## src/pkg/asrts_pkg.sv

```systemverilog
// Constants, register map and types for the converter start-up and trim controller
package asrts_pkg;

	// ----------------------------------------
	// Timing
	// ----------------------------------------
	localparam int CLK_NS = 50;
	localparam int RST_MIN_NS = 10000;
	localparam int WAKE_NS = 1000000;
	localparam int ALIGN_MIN_NS = 100;
	localparam int RST_CYCLES = (RST_MIN_NS + CLK_NS - 1) / CLK_NS;
	localparam int WAKE_CYCLES_DEF = WAKE_NS / CLK_NS;
	localparam int ALIGN_EXTRA = 1;
	localparam int ALIGN_CYCLES = (ALIGN_MIN_NS + CLK_NS - 1) / CLK_NS + ALIGN_EXTRA;
	localparam int CNT_W = 16;

	// ----------------------------------------
	// Device register map
	// ----------------------------------------
	localparam logic [7:0] DEV_TARGET_ADDR = 8'h01;
	localparam logic [7:0] DEV_TRIM_SET_ADDR = 8'h15;
	localparam logic [7:0] DEV_OFF_A_ADDR = 8'h17;
	localparam logic [7:0] DEV_OFF_B_ADDR = 8'h18;
	localparam logic [7:0] DEV_OFF_A_RO_ADDR = 8'h6B;
	localparam logic [7:0] DEV_OFF_B_RO_ADDR = 8'h6C;
	localparam logic [7:0] DEV_HOLD_ADDR = 8'h66;
	localparam logic [15:0] TARGET_ALL = 16'h0004;
	localparam logic [15:0] TARGET_MASTER = 16'h0007;
	localparam logic [15:0] TRIM_SET_RESET = 16'h0000;
	localparam logic [15:0] OFF_TRIM_RESET = 16'h0100;
	localparam logic [15:0] HOLD_RESET_VAL = 16'h8000;
	localparam logic [15:0] HOLD_FIELD_MASK = 16'h003F;
	localparam logic [5:0] HOLD_FORBIDDEN = 6'h01;

	// ----------------------------------------
	// Own APB registers
	// ----------------------------------------
	localparam logic [7:0] CTRL_OFS = 8'h00;
	localparam logic [7:0] CONFIG_OFS = 8'h04;
	localparam logic [7:0] OFFSET_OFS = 8'h08;
	localparam logic [7:0] RAW_OFS = 8'h0C;
	localparam logic [7:0] STATUS_OFS = 8'h10;
	localparam int CTRL_START = 0;
	localparam int CTRL_ALIGN = 1;
	localparam int CTRL_HOLD = 2;
	localparam int CTRL_TRIM_SET = 3;
	localparam int CTRL_OFF_A = 4;
	localparam int CTRL_OFF_B = 5;
	localparam int CTRL_RAW = 6;
	localparam int CTRL_RAW_ALIGN = 7;
	localparam int CTRL_RAW_LEN = 8;
	localparam int CFG_TRIM_BIT = 8;
	localparam int CFG_FLASH_BIT = 9;
	localparam int CFG_HOLD_START_BIT = 10;
	localparam int OFF_B_LSB = 16;
	localparam int RAW_ADDR_LSB = 16;
	localparam int ST_BUSY = 0;
	localparam int ST_AWAKE = 1;
	localparam int ST_BAD = 2;
	localparam int ST_REFUSED = 3;
	localparam int ST_STATE_LSB = 4;

	// ----------------------------------------
	// Types
	// ----------------------------------------
	typedef struct packed {
		logic [7:0] addr;
		logic [15:0] data;
	} asrts_cmd_type;

	typedef enum logic [2:0] {
		ST_IDLE = 3'b000,
		ST_RESET = 3'b001,
		ST_WAKE = 3'b011,
		ST_SEL_REQ = 3'b010,
		ST_SEL_REL = 3'b110,
		ST_DATA_REQ = 3'b111,
		ST_DATA_REL = 3'b101,
		ST_ALIGN = 3'b100
	} asrts_state_type;

endpackage

```

## src/rtl/asrts_host.sv

```systemverilog
// Host controller sequencing reset, wake-up, alignment pulse and trim writes to the converter
// Operation
// - Hold global reset low at least 10 us
// - Wait 1 ms after reset before access
// - Order: reset, wait, program, test, align
// - Flash length change needs fresh alignment
// - Alignment active high, differential, minimum width
// - Synchronous alignment gives deterministic start order
// - Asynchronous alignment lasts minimum plus one cycle
// - Count unit four clocks; never program one
// - Select all channels before writing hold count
// - Host may interpolate trims between diode points
// - Target selector: 0-3 channel, 4 all, 7 master
//
// The implementer's own choice: register access over APB.
module asrts_host
	import asrts_pkg::*;
#(
	parameter int WAKE_CYCLES = WAKE_CYCLES_DEF
)(
	input wire logic pclk,
	input wire logic presetn,
	input wire logic psel,
	input wire logic penable,
	input wire logic pwrite,
	input wire logic [7:0] paddr,
	input wire logic [31:0] pwdata,
	output logic [31:0] prdata,
	output logic pready,
	output logic pslverr,
	output logic global_reset_low,
	output logic align_pulse_pos,
	output logic align_pulse_neg,
	output logic cfg_req,
	output asrts_cmd_type cfg_cmd,
	input wire logic cfg_ack
);

	// ----------------------------------------
	// Declarations
	// ----------------------------------------
	asrts_state_type state_reg;
	logic [CNT_W-1:0] cnt_reg;
	logic ack_meta_reg, ack_reg;
	logic awake_reg, bad_reg, refused_reg;
	logic [5:0] hold_reg;
	logic trim_set_reg, flash_reg, hold_start_reg;
	logic [8:0] off_a_reg, off_b_reg;
	logic [7:0] raw_addr_reg;
	logic [15:0] raw_data_reg;
	logic [31:0] prdata_reg;
	logic rst_low_reg, align_reg, req_reg;
	asrts_cmd_type cmd_reg;
	asrts_cmd_type job_reg;
	logic job_align_reg;
	logic wr_en, rd_en, mapped, ctrl_wr, can_cmd, bad_cmd, any_cmd;
	logic [15:0] hold_word;

	// ----------------------------------------
	// APB slave
	// ----------------------------------------
	assign pready = 1'b1;
	assign mapped = (paddr == CTRL_OFS) || (paddr == CONFIG_OFS) || (paddr == OFFSET_OFS) ||
		(paddr == RAW_OFS) || (paddr == STATUS_OFS);
	assign pslverr = psel && penable && !mapped;
	assign wr_en = psel && penable && pwrite && mapped;
	assign rd_en = psel && !penable && !pwrite;
	assign ctrl_wr = wr_en && (paddr == CTRL_OFS);
	assign prdata = prdata_reg;

	always_ff @(posedge pclk or negedge presetn) begin
		if (!presetn) begin
			prdata_reg <= 32'h0000_0000;
		end else if (rd_en) begin
			unique case (paddr)
				CONFIG_OFS: prdata_reg <= {21'h0, hold_start_reg, flash_reg, trim_set_reg, 2'h0, hold_reg};
				OFFSET_OFS: prdata_reg <= {7'h0, off_b_reg, 7'h0, off_a_reg};
				RAW_OFS: prdata_reg <= {8'h0, raw_addr_reg, raw_data_reg};
				STATUS_OFS: prdata_reg <= {25'h0, state_reg, refused_reg, bad_reg, awake_reg,
					state_reg != ST_IDLE};
				default: prdata_reg <= 32'h0000_0000;
			endcase
		end
	end

	always_ff @(posedge pclk or negedge presetn) begin
		if (!presetn) begin
			hold_reg <= HOLD_RESET_VAL[5:0];
			trim_set_reg <= TRIM_SET_RESET[0];
			flash_reg <= 1'b0;
			hold_start_reg <= 1'b0;
			off_a_reg <= OFF_TRIM_RESET[8:0];
			off_b_reg <= OFF_TRIM_RESET[8:0];
			raw_addr_reg <= 8'h00;
			raw_data_reg <= 16'h0000;
		end else if (wr_en) begin
			if (paddr == CONFIG_OFS) begin
				hold_reg <= pwdata[5:0];
				trim_set_reg <= pwdata[CFG_TRIM_BIT];
				flash_reg <= pwdata[CFG_FLASH_BIT];
				hold_start_reg <= pwdata[CFG_HOLD_START_BIT];
			end
			if (paddr == OFFSET_OFS) begin
				off_a_reg <= pwdata[8:0];
				off_b_reg <= pwdata[OFF_B_LSB +: 9];
			end
			if (paddr == RAW_OFS) begin
				raw_addr_reg <= pwdata[RAW_ADDR_LSB +: 8];
				raw_data_reg <= pwdata[15:0];
			end
		end
	end

	// ----------------------------------------
	// Command decode
	// ----------------------------------------
	assign any_cmd = |pwdata[CTRL_RAW:CTRL_ALIGN];
	assign can_cmd = (state_reg == ST_IDLE) && awake_reg;
	assign bad_cmd = pwdata[CTRL_HOLD] && (hold_reg == HOLD_FORBIDDEN);
	assign hold_word = (HOLD_RESET_VAL & ~HOLD_FIELD_MASK) | {10'h000, hold_reg};

	always_ff @(posedge pclk or negedge presetn) begin
		if (!presetn) begin
			bad_reg <= 1'b0;
			refused_reg <= 1'b0;
		end else if (ctrl_wr) begin
			bad_reg <= bad_cmd;
			refused_reg <= any_cmd && !pwdata[CTRL_START] && !can_cmd;
		end
	end

	// ----------------------------------------
	// Acknowledge synchroniser
	// ----------------------------------------
	always_ff @(posedge pclk or negedge presetn) begin
		if (!presetn) begin
			ack_meta_reg <= 1'b0;
			ack_reg <= 1'b0;
		end else begin
			ack_meta_reg <= cfg_ack;
			ack_reg <= ack_meta_reg;
		end
	end

	// ----------------------------------------
	// Sequencer
	// ----------------------------------------
	always_ff @(posedge pclk or negedge presetn) begin
		if (!presetn) begin
			state_reg <= ST_IDLE;
			cnt_reg <= '0;
			awake_reg <= 1'b0;
			rst_low_reg <= 1'b1;
			align_reg <= 1'b0;
			req_reg <= 1'b0;
			cmd_reg <= '0;
			job_reg <= '0;
			job_align_reg <= 1'b0;
		end else begin
			unique case (state_reg)
				ST_IDLE: begin
					cnt_reg <= '0;
					if (ctrl_wr && pwdata[CTRL_START]) begin
						state_reg <= ST_RESET;
						awake_reg <= 1'b0;
						rst_low_reg <= 1'b0;
					end else if (ctrl_wr && can_cmd && !bad_cmd && any_cmd) begin
						job_align_reg <= pwdata[CTRL_RAW] &&
							(pwdata[CTRL_RAW_ALIGN] || (pwdata[CTRL_RAW_LEN] && flash_reg));
						if (pwdata[CTRL_ALIGN]) begin
							state_reg <= ST_ALIGN;
							align_reg <= 1'b1;
						end else if (pwdata[CTRL_RAW]) begin
							job_reg <= '{addr: raw_addr_reg, data: raw_data_reg};
							state_reg <= ST_DATA_REQ;
							req_reg <= 1'b1;
							cmd_reg <= '{addr: raw_addr_reg, data: raw_data_reg};
						end else begin
							state_reg <= ST_SEL_REQ;
							req_reg <= 1'b1;
							if (pwdata[CTRL_HOLD]) begin
								job_reg <= '{addr: DEV_HOLD_ADDR, data: hold_word};
								cmd_reg <= '{addr: DEV_TARGET_ADDR, data: TARGET_ALL};
							end else if (pwdata[CTRL_TRIM_SET]) begin
								job_reg <= '{addr: DEV_TRIM_SET_ADDR, data: {15'h0000, trim_set_reg}};
								cmd_reg <= '{addr: DEV_TARGET_ADDR, data: TARGET_ALL};
							end else begin
								job_reg <= pwdata[CTRL_OFF_A] ? '{addr: DEV_OFF_A_ADDR, data: {7'h00, off_a_reg}} :
									'{addr: DEV_OFF_B_ADDR, data: {7'h00, off_b_reg}};
								cmd_reg <= '{addr: DEV_TARGET_ADDR, data: TARGET_MASTER};
							end
						end
					end
				end
				ST_RESET: begin
					cnt_reg <= cnt_reg + 1'b1;
					if (cnt_reg == CNT_W'(RST_CYCLES - 1)) begin
						state_reg <= ST_WAKE;
						rst_low_reg <= 1'b1;
						cnt_reg <= '0;
					end
				end
				ST_WAKE: begin
					cnt_reg <= cnt_reg + 1'b1;
					if (cnt_reg == CNT_W'(WAKE_CYCLES - 1)) begin
						awake_reg <= 1'b1;
						cnt_reg <= '0;
						if (hold_start_reg && hold_reg != HOLD_FORBIDDEN) begin
							state_reg <= ST_SEL_REQ;
							req_reg <= 1'b1;
							cmd_reg <= '{addr: DEV_TARGET_ADDR, data: TARGET_ALL};
							job_reg <= '{addr: DEV_HOLD_ADDR, data: hold_word};
							job_align_reg <= 1'b1;
						end else begin
							state_reg <= ST_ALIGN;
							align_reg <= 1'b1;
						end
					end
				end
				ST_SEL_REQ: begin
					if (ack_reg) begin
						state_reg <= ST_SEL_REL;
						req_reg <= 1'b0;
					end
				end
				ST_SEL_REL: begin
					if (!ack_reg) begin
						state_reg <= ST_DATA_REQ;
						req_reg <= 1'b1;
						cmd_reg <= job_reg;
					end
				end
				ST_DATA_REQ: begin
					if (ack_reg) begin
						state_reg <= ST_DATA_REL;
						req_reg <= 1'b0;
					end
				end
				ST_DATA_REL: begin
					if (!ack_reg) begin
						cnt_reg <= '0;
						if (job_align_reg) begin
							state_reg <= ST_ALIGN;
							align_reg <= 1'b1;
						end else begin
							state_reg <= ST_IDLE;
						end
					end
				end
				ST_ALIGN: begin
					cnt_reg <= cnt_reg + 1'b1;
					if (cnt_reg == CNT_W'(ALIGN_CYCLES - 1)) begin
						state_reg <= ST_IDLE;
						align_reg <= 1'b0;
						cnt_reg <= '0;
					end
				end
			endcase
		end
	end

	// ----------------------------------------
	// Pin drive
	// ----------------------------------------
	assign global_reset_low = rst_low_reg;
	assign align_pulse_pos = align_reg;
	assign align_pulse_neg = !align_reg;
	assign cfg_req = req_reg;
	assign cfg_cmd = cmd_reg;

	// ----------------------------------------
	// Checks
	// ----------------------------------------
	logic [CNT_W-1:0] low_cnt_reg, since_cnt_reg, hi_cnt_reg;
	logic [15:0] last_sel_reg;

	always_ff @(posedge pclk or negedge presetn) begin
		if (!presetn) begin
			low_cnt_reg <= '0;
			since_cnt_reg <= '0;
			hi_cnt_reg <= '0;
			last_sel_reg <= TARGET_ALL;
		end else begin
			low_cnt_reg <= global_reset_low ? '0 : low_cnt_reg + 1'b1;
			if (!global_reset_low) begin
				since_cnt_reg <= '0;
			end else if (since_cnt_reg != '1) begin
				since_cnt_reg <= since_cnt_reg + 1'b1;
			end
			hi_cnt_reg <= align_pulse_pos ? hi_cnt_reg + 1'b1 : '0;
			if (cfg_req && cfg_cmd.addr == DEV_TARGET_ADDR) begin
				last_sel_reg <= cfg_cmd.data;
			end
		end
	end
endmodule

```

## config.mk

```make
export PLATFORM = sky130hd
export DESIGN_NAME = asrts_host
export DESIGN_NICKNAME = d
export VERILOG_FILES = /design/src/pkg/asrts_pkg.sv /design/src/rtl/asrts_host.sv
export SDC_FILE = /design/constraint.sdc
export NUM_CORES = 1
export LEC_CHECK = 0
export BUFFER_PORTS_ARGS = -buffer_cell sky130_fd_sc_hd__buf_4
export CORE_UTILIZATION = 37
export DETAILED_ROUTE_END_ITERATION = 6
export HOLD_SLACK_MARGIN = 0.06
export SLEW_MARGIN = 10
export SYNTH_ARGS = -nofsm -noshare
export SYNTH_HDL_FRONTEND = slang
export SYNTH_SLANG_ARGS = --single-unit
```

## constraint.sdc

```tcl
create_clock -name pclk -period 4.78 [get_ports pclk]
set_input_delay 0.239 -clock pclk [delete_from_list [all_inputs] [get_ports pclk]]
set_output_delay 0.239 -clock pclk [all_outputs]
set_load 0.1 [all_outputs]
```

==> results of run 1 <==
==> Yosys cell counts, types with 14 or more instances <==
cell type / number / area share
dfrtp_1: 149 / 0.50
nand2_1: 78 / 0.039
nor2_1: 53 / 0.027
mux2_2: 51 / 0.077
o21ai_0: 50 / 0.034
a21oi_1: 45 / 0.030
a22oi_1: 35 / 0.035
clkbuf_1: 27 / 0.014
a22o_1: 22 / 0.026
inv_1: 21 / 0.011
mux2i_1: 14 / 0.019
==> critical path: cells and delay by family (launching register included) <==
family | cells | cell delay (ns)
compound gates | 1 | 0.14
flops | 1 | 0.82
mux | 1 | 0.34
simple gates | 4 | 1.52
==> worst max-delay path by stage <==
stage / cells past startpoint / startpoint / slack [ns] / to
finish: 6 / state_reg[2] / 1.83 / cfg_cmd[2]
global route: 6 / state_reg[2] / 1.61 / cfg_cmd[2]
CTS: 6 / state_reg[2] / 1.84 / cfg_cmd[2]
detailed placement: 6 / state_reg[2] / 1.84 / cfg_cmd[2]
global placement: 6 / state_reg[2] / 1.86 / cfg_cmd[2]
floorplan: 3 / paddr[2] / 2.32 / pslverr
==> logic make-up (layout without fill, tap and decap cells) <==
kind of cell / count (synthesis) / count (layout) / share of synthesized area
compound gates: 200 / 200 / 0.1818
xor+xnor: 10 / 10 / 0.01176
simple gates: 205 / 205 / 0.1367
mux: 69 / 69 / 0.1020
buf+inv: 78 / 172 / 0.05224
fa+ha+maj: 2 / 2 / 0.003359
flops: 152 / 152 / 0.5112
other cells: 2 / 8 / 0.001008
==> layer usage <==
| metal | vias up | part of all wire | track usage |
|---|---|---|---|
| li1 | 2759 | - | - |
| met1 | 2890 | 0.44 | 0.2553 |
| met2 | 136 | 0.50 | 0.3448 |
| met3 | 19 | 0.038 | 0.03999 |
| met4 | 0 | 0.016 | 0.06383 |
| met5 | - | 0 | 0 |
==> cell type report <==
type / instances / area (sq um)
clock buffers: 17 / 425.4
clock inverters: 15 / 203.9
fillers: 1865 / 10520
inverters: 21 / 78.83
multi-input cells: 494 / 3277
flip-flops and latches: 152 / 3807
well taps: 265 / 331.6
repair buffers: 119 / 942.2
==> power groups by stage <==
| stage | logic, uW | registers, uW | clock network, uW |
|---|---|---|---|
| 2_1_floorplan | 752 | 2330 | 0 |
| 3_3_place_gp | 1850 | 1630 | 0 |
| 3_5_place_dp | 1860 | 1630 | 0 |
| 4_1_cts | 1870 | 1610 | 1480 |
| 5_1_grt | 2000 | 1630 | 1520 |
| 6_report | 1860 | 1610 | 1440 |
==> metrics by stage <==
stage          setup WS [ns]  power (uW)
3_3_place_gp           1.859        3482
3_5_place_dp           1.837        3490
4_1_cts                1.844        4957
5_1_grt                1.606        5155
2_1_floorplan          2.323        3082
6_report               1.828        4914
==> metrics.md, run 1 <==
| Metric | Value |
|---|---|
| Setup crit end kind | register |
| Clock buffer depth | 2 |
| Total track usage | 0.2019 |
| Reg power frac | 0.327 |
| Syn Area/Cell | 10.37 sq um |
| Max FO, Critical Path | 22 |
| Data arrival, critical path | 3.27 ns |
| Critical Path Slowest Stage Cell | dfrtp_1 |
| Io pins | 108 |
| Clock power frac | 0.294 |
| Slew @ Worst Pin | 1.085 ns |
| Core ar. | 0.01959 sq mm |
| Post-synthesis sequential area ratio | 0.5112 |
| Gate power share | 0.379 |
| Routed Antenna Nets | 0 |
| Max-slew headroom | 0.2769 |
| Hold Path Origin | pwdata[7] |
| DRT iter0 DRCs | 357 |
| Placed cells | 1033 |
| Switching share of power | 0.4412 |
| Hold_buf cts | 17 |
| DRC viols | 0 |
| Unrepaired setup endpoints after global routing | no |
| Initial antenna violation count | 0 |
| Number of cell rows | 51 |
| Post-synth EDFFs | 0 |
| Total gr overflow | 0 |
| HP Class | input port to register |
| Fin Hold WS | 0.08950 ns |
| Post-CTS Setup Bufs | 0 |
| Finished Core Util | 0.4628 |
| Cell Chain, Critical Path | nor2b_1 -> nand2_1 -> nand2_1 -> nor2_2 -> a22oi_1 -> mux2_1 |
| Total CTS buffers | 17 |
| Cell mode on critical path | nand2_1 |
| Final setup skew | 0.01223 ns |
| Most frequent cells in the layout | 149 x dfrtp_1, 100 x buf_4, 78 x nand2_1 |
| Initial core utilization | 0.3802 |
| Layout Cells excl Fill | 1083 |
| Pin count of the biggest net entering global routing | 82 |
| Worst r2r dst | cfg_cmd[2] |
| Post-DP HPWL | 13560 um |
| Fin crit period | 2.952 ns |
| Crit start category | register |
| R2R depth | 6 |
| Synth unique cells | 64 |
| CTS tree | built |
| Number of synthesized register bits | 152 |
| YS warnings | 0 |
| Die Width | 143.9 um |
| Antenna cell count | 0 |
| Fmax | 338.7 MHz |
| Hold path depth | 2 |
| Slew Viols, Final | 0 |
| PwrDens | 542.0 mW/mm^2 |
| Async S/R FF share, synth | 1.000 |
| First-pass GRT wire length | 31460 um |
| Htree depth | 4 |
| Skew-Pair Late Insertion Delay | 0.43 ns |
| Layout cells sized above 1 | 0.2482 |
| Routed WL per cell | 18.32 um |
| Endpoint, Worst Hold | off_a_reg[7] |
| Slowest stage delay, CP | 0.82 ns |
| Int Pwr | 2746 uW |
| 1st-pass router iterations | 4 |
| Vias per Instance | 5.359 |
| Crit share post-route | 0.6177 |
| Max-cap violations | 0 |
| # port buffers | 92 |
| Leakage | 0.004162 uW |
| Cell count after synthesis | 718 |
| Post-cts sizing count | 0 |
| Vias in the first global route | 5695 |
| Net Sw Power | 2168 uW |
| Endpoints failing hold | 0 |
| TNS Setup | 0 ns |
| Status | completed |
| Worst reg-to-reg setup slack | 1.83 ns |
| CP Data Required Time | 5.10 ns |
| P&R area growth vs syn | 21.72% |
| DR vias | 5804 |
| Post-Layout Inst Area | 0.009066 sq mm |
| Post-DP Area | 0.008257 sq mm |
| WL final | 19840 um |
| Commonest non-fill, non-tap cell in the layout | dfrtp_1 |
| RePlAce Congestion | 0.8320 |
| Die height | 143.9 um |
| Layout Nets | 853 |
| Worst vdd ir | 0.0002697 V |
| Clock transition at the registers of the reported paths | 0.07 ns |
| Beginning of the worst register-to-register path | state_reg[2] |
| CTS Sinks | 152 |
| Crit Path Category | register to register |
| Final setup fails | 0 |
| Prevailing post-synth register cell | dfrtp_1 |
| CTS root buffer | clkbuf_16 |
| Largest register FFs | 25 |
| Mapped Area | 0.007448 sq mm |
| Die footprint | 0.02070 sq mm |
No activity file was read; power rests on OpenSTA's default activity.
==> inputs of run 2 (changes only) <==
==> constraint.sdc (replaced) <==
create_clock -name pclk -period 2.65 [get_ports pclk]
set_input_delay 0.1325 -clock pclk [delete_from_list [all_inputs] [get_ports pclk]]
set_output_delay 0.1325 -clock pclk [all_outputs]
set_load 0.1 [all_outputs]
==> run 2 against run 1 <==
Against the previous run:
- clock skew down 0.00051 ns
- highest routed layer unchanged
- cell count grew 2.4%
- clock-buffer cell count grew 1
- via count increased by 1.7%
- core utilization is 0.94 points higher
- combinational power is 95% higher
- non-clock buffer count rose by 26
- wire length grew 0.80%
- design area is 2.0% higher
- global-route usage about the same
- maximum frequency grew 25%
- critical path depth is the same
==> metrics.md, run 2 (synthesis results as in run 1) <==
| Metric | Value |
|---|---|
| Vias per Instance | 5.325 |
| Most frequent cells in the layout | 149 x dfrtp_1, 118 x buf_4, 78 x nand2_1 |
| RePlAce Congestion | 0.8459 |
| Cell Chain, Critical Path | nor4_2 -> a31o_2 -> a2111oi_2 -> o21ba_1 -> buf_12 -> mux2_2 |
| TNS Setup | 0 ns |
| PwrDens | 952.4 mW/mm^2 |
| Final setup fails | 0 |
| Fill count | 1839 |
| Number of cell rows | 51 |
| P&R area growth vs syn | 24.19% |
| Placed cells | 1053 |
| Initial antenna violation count | 0 |
| Vias in the first global route | 5805 |
| Status | completed |
| Commonest non-fill, non-tap cell in the layout | dfrtp_1 |
| CTS root buffer | clkbuf_16 |
| Max FO, Critical Path | 16 |
| HP Class | input port to register |
| Total track usage | 0.2021 |
| Slew Viols, Final | 0 |
| Fin crit period | 2.365 ns |
| Final setup skew | 0.01172 ns |
| First-pass GRT wire length | 31510 um |
| Unrepaired setup endpoints after global routing | no |
| Largest register FFs | 25 |
| Endpoints failing hold | 0 |
| Skew-Pair Late Insertion Delay | 0.43 ns |
| Crit share post-route | 0.8923 |
| Layout Cells excl Fill | 1109 |
| Layout Nets | 879 |
| Die footprint | 0.02070 sq mm |
| Critical Path Slowest Stage Cell | o21ba_1 |
| Clock transition at the registers of the reported paths | 0.07 ns |
| WL final | 20000 um |
| Antenna cell count | 0 |
| Register area | 0.003807 sq mm |
| Slew @ Worst Pin | 0.6727 ns |
| Routed WL per cell | 18.04 um |
| Post-CTS Setup Bufs | 0 |
| Post-DP HPWL | 14040 um |
| Core ar. | 0.01959 sq mm |
| Max-slew headroom | 0.5516 |
| Worst vdd ir | 0.0004924 V |
| Setup crit end kind | register |
| DRC viols | 0 |
| Die height | 143.9 um |
| 1st-pass router iterations | 5 |
| CTS Sinks | 152 |
| DRT iter0 DRCs | 381 |
| CP Data Required Time | 2.95 ns |
| DR vias | 5905 |
| Design Power | 8810 uW |
| # port buffers | 92 |
| Fmax | 422.9 MHz |
| Area occupied by multi-input gates | 0.003274 sq mm |
| Crit Path Category | register to register |
| Pin count of the biggest net entering global routing | 73 |
| Layout cells sized above 1 | 0.2618 |
| Crit start category | register |
| Total gr overflow | 0 |
| Clock buffer depth | 2 |
| Total CTS buffers | 17 |
| Routed Antenna Nets | 0 |
| CTS tree | built |
| Slowest stage delay, CP | 0.51 ns |
| Die Width | 143.9 um |
| Initial core utilization | 0.3802 |
| Htree depth | 4 |
| Max-cap violations | 0 |
| Data arrival, critical path | 2.67 ns |
| Leakage | 0.004262 uW |
| Worst reg-to-reg setup slack | 0.29 ns |
| Io pins | 108 |
[run 2: cell count changes in the layout (fill, tap and decap cells not counted), moves of 2 or more]
cell / delta
buf_4: +18
dlygate4sd3_1: +6
buf_12: +2
bufinv_16: -2
clkinvlp_4: +2
[run 2: what timing repair did]
action | in CTS | in global routing
hold buffers | 24 | 0
gates resized for setup | 0 | 0
hold endpoints to repair | 111 | 0
[run 2: report_power, final]
| group | internal, uW | switching, uW | total [uW] |
|---|---|---|---|
| combinational | 942 | 2680 | 3620 |
| clock | 1340 | 1070 | 2410 |
| sequential | 2600 | 181 | 2780 |
[run 2: worst paths after layout]
path	start	end	cells past startpoint
setup / recovery	hold_reg[4]	job_reg[17]	6
hold / removal	paddr[2]	prdata[9]	3
setup reg to reg	hold_reg[4]	job_reg[17]	6
hold reg to reg	ack_meta_reg	ack_reg	0
max in group asynchronous	presetn	off_a_reg[8]	3
min in group asynchronous	presetn	prdata[22]	2
[run 2: per-stage QoR]
step | hold WS (ns) | util | setup WS (ns) | instance area (sq um)
6_report | 0.08040 | 0.4722 | 0.2853 | 9250
5_1_grt | 0.09808 | 0.4722 | 0.1944 | 9250
4_1_cts | 0.07105 | 0.4722 | 0.2941 | 9250
3_5_place_dp | 0.1953 | 0.4303 | 0.3160 | 8429
3_3_place_gp | 0.1924 | 0.4303 | 0.3292 | 8429
2_1_floorplan | -0.1631 | - | 0.4061 | 7471
[run 2: critical path, delay by kind of cell, from the launching register on]
kind / cells / cell delay (ns)
AO/OA/AOI/OAI: 3 / 0.92
flip-flops: 1 / 0.44
AND/OR/NAND/NOR: 1 / 0.34
multiplexers: 1 / 0.33
buffers and inverters: 1 / 0.21
[run 2: cell type report]
cell class              count  area share
clock inverters            14     0.01637
flip-flops and latches    152      0.4116
repair buffers            145      0.1273
inverters                  21    0.008522
clock buffers              18     0.04640
well taps                 265     0.03584
multi-input cells         494      0.3540
[run 2: metal layers]
metal  wire length, um  GRT usage
met1              9022     0.2576
met2              9880     0.3420
met3               767    0.04065
met4               332    0.06439
met5                 0          0
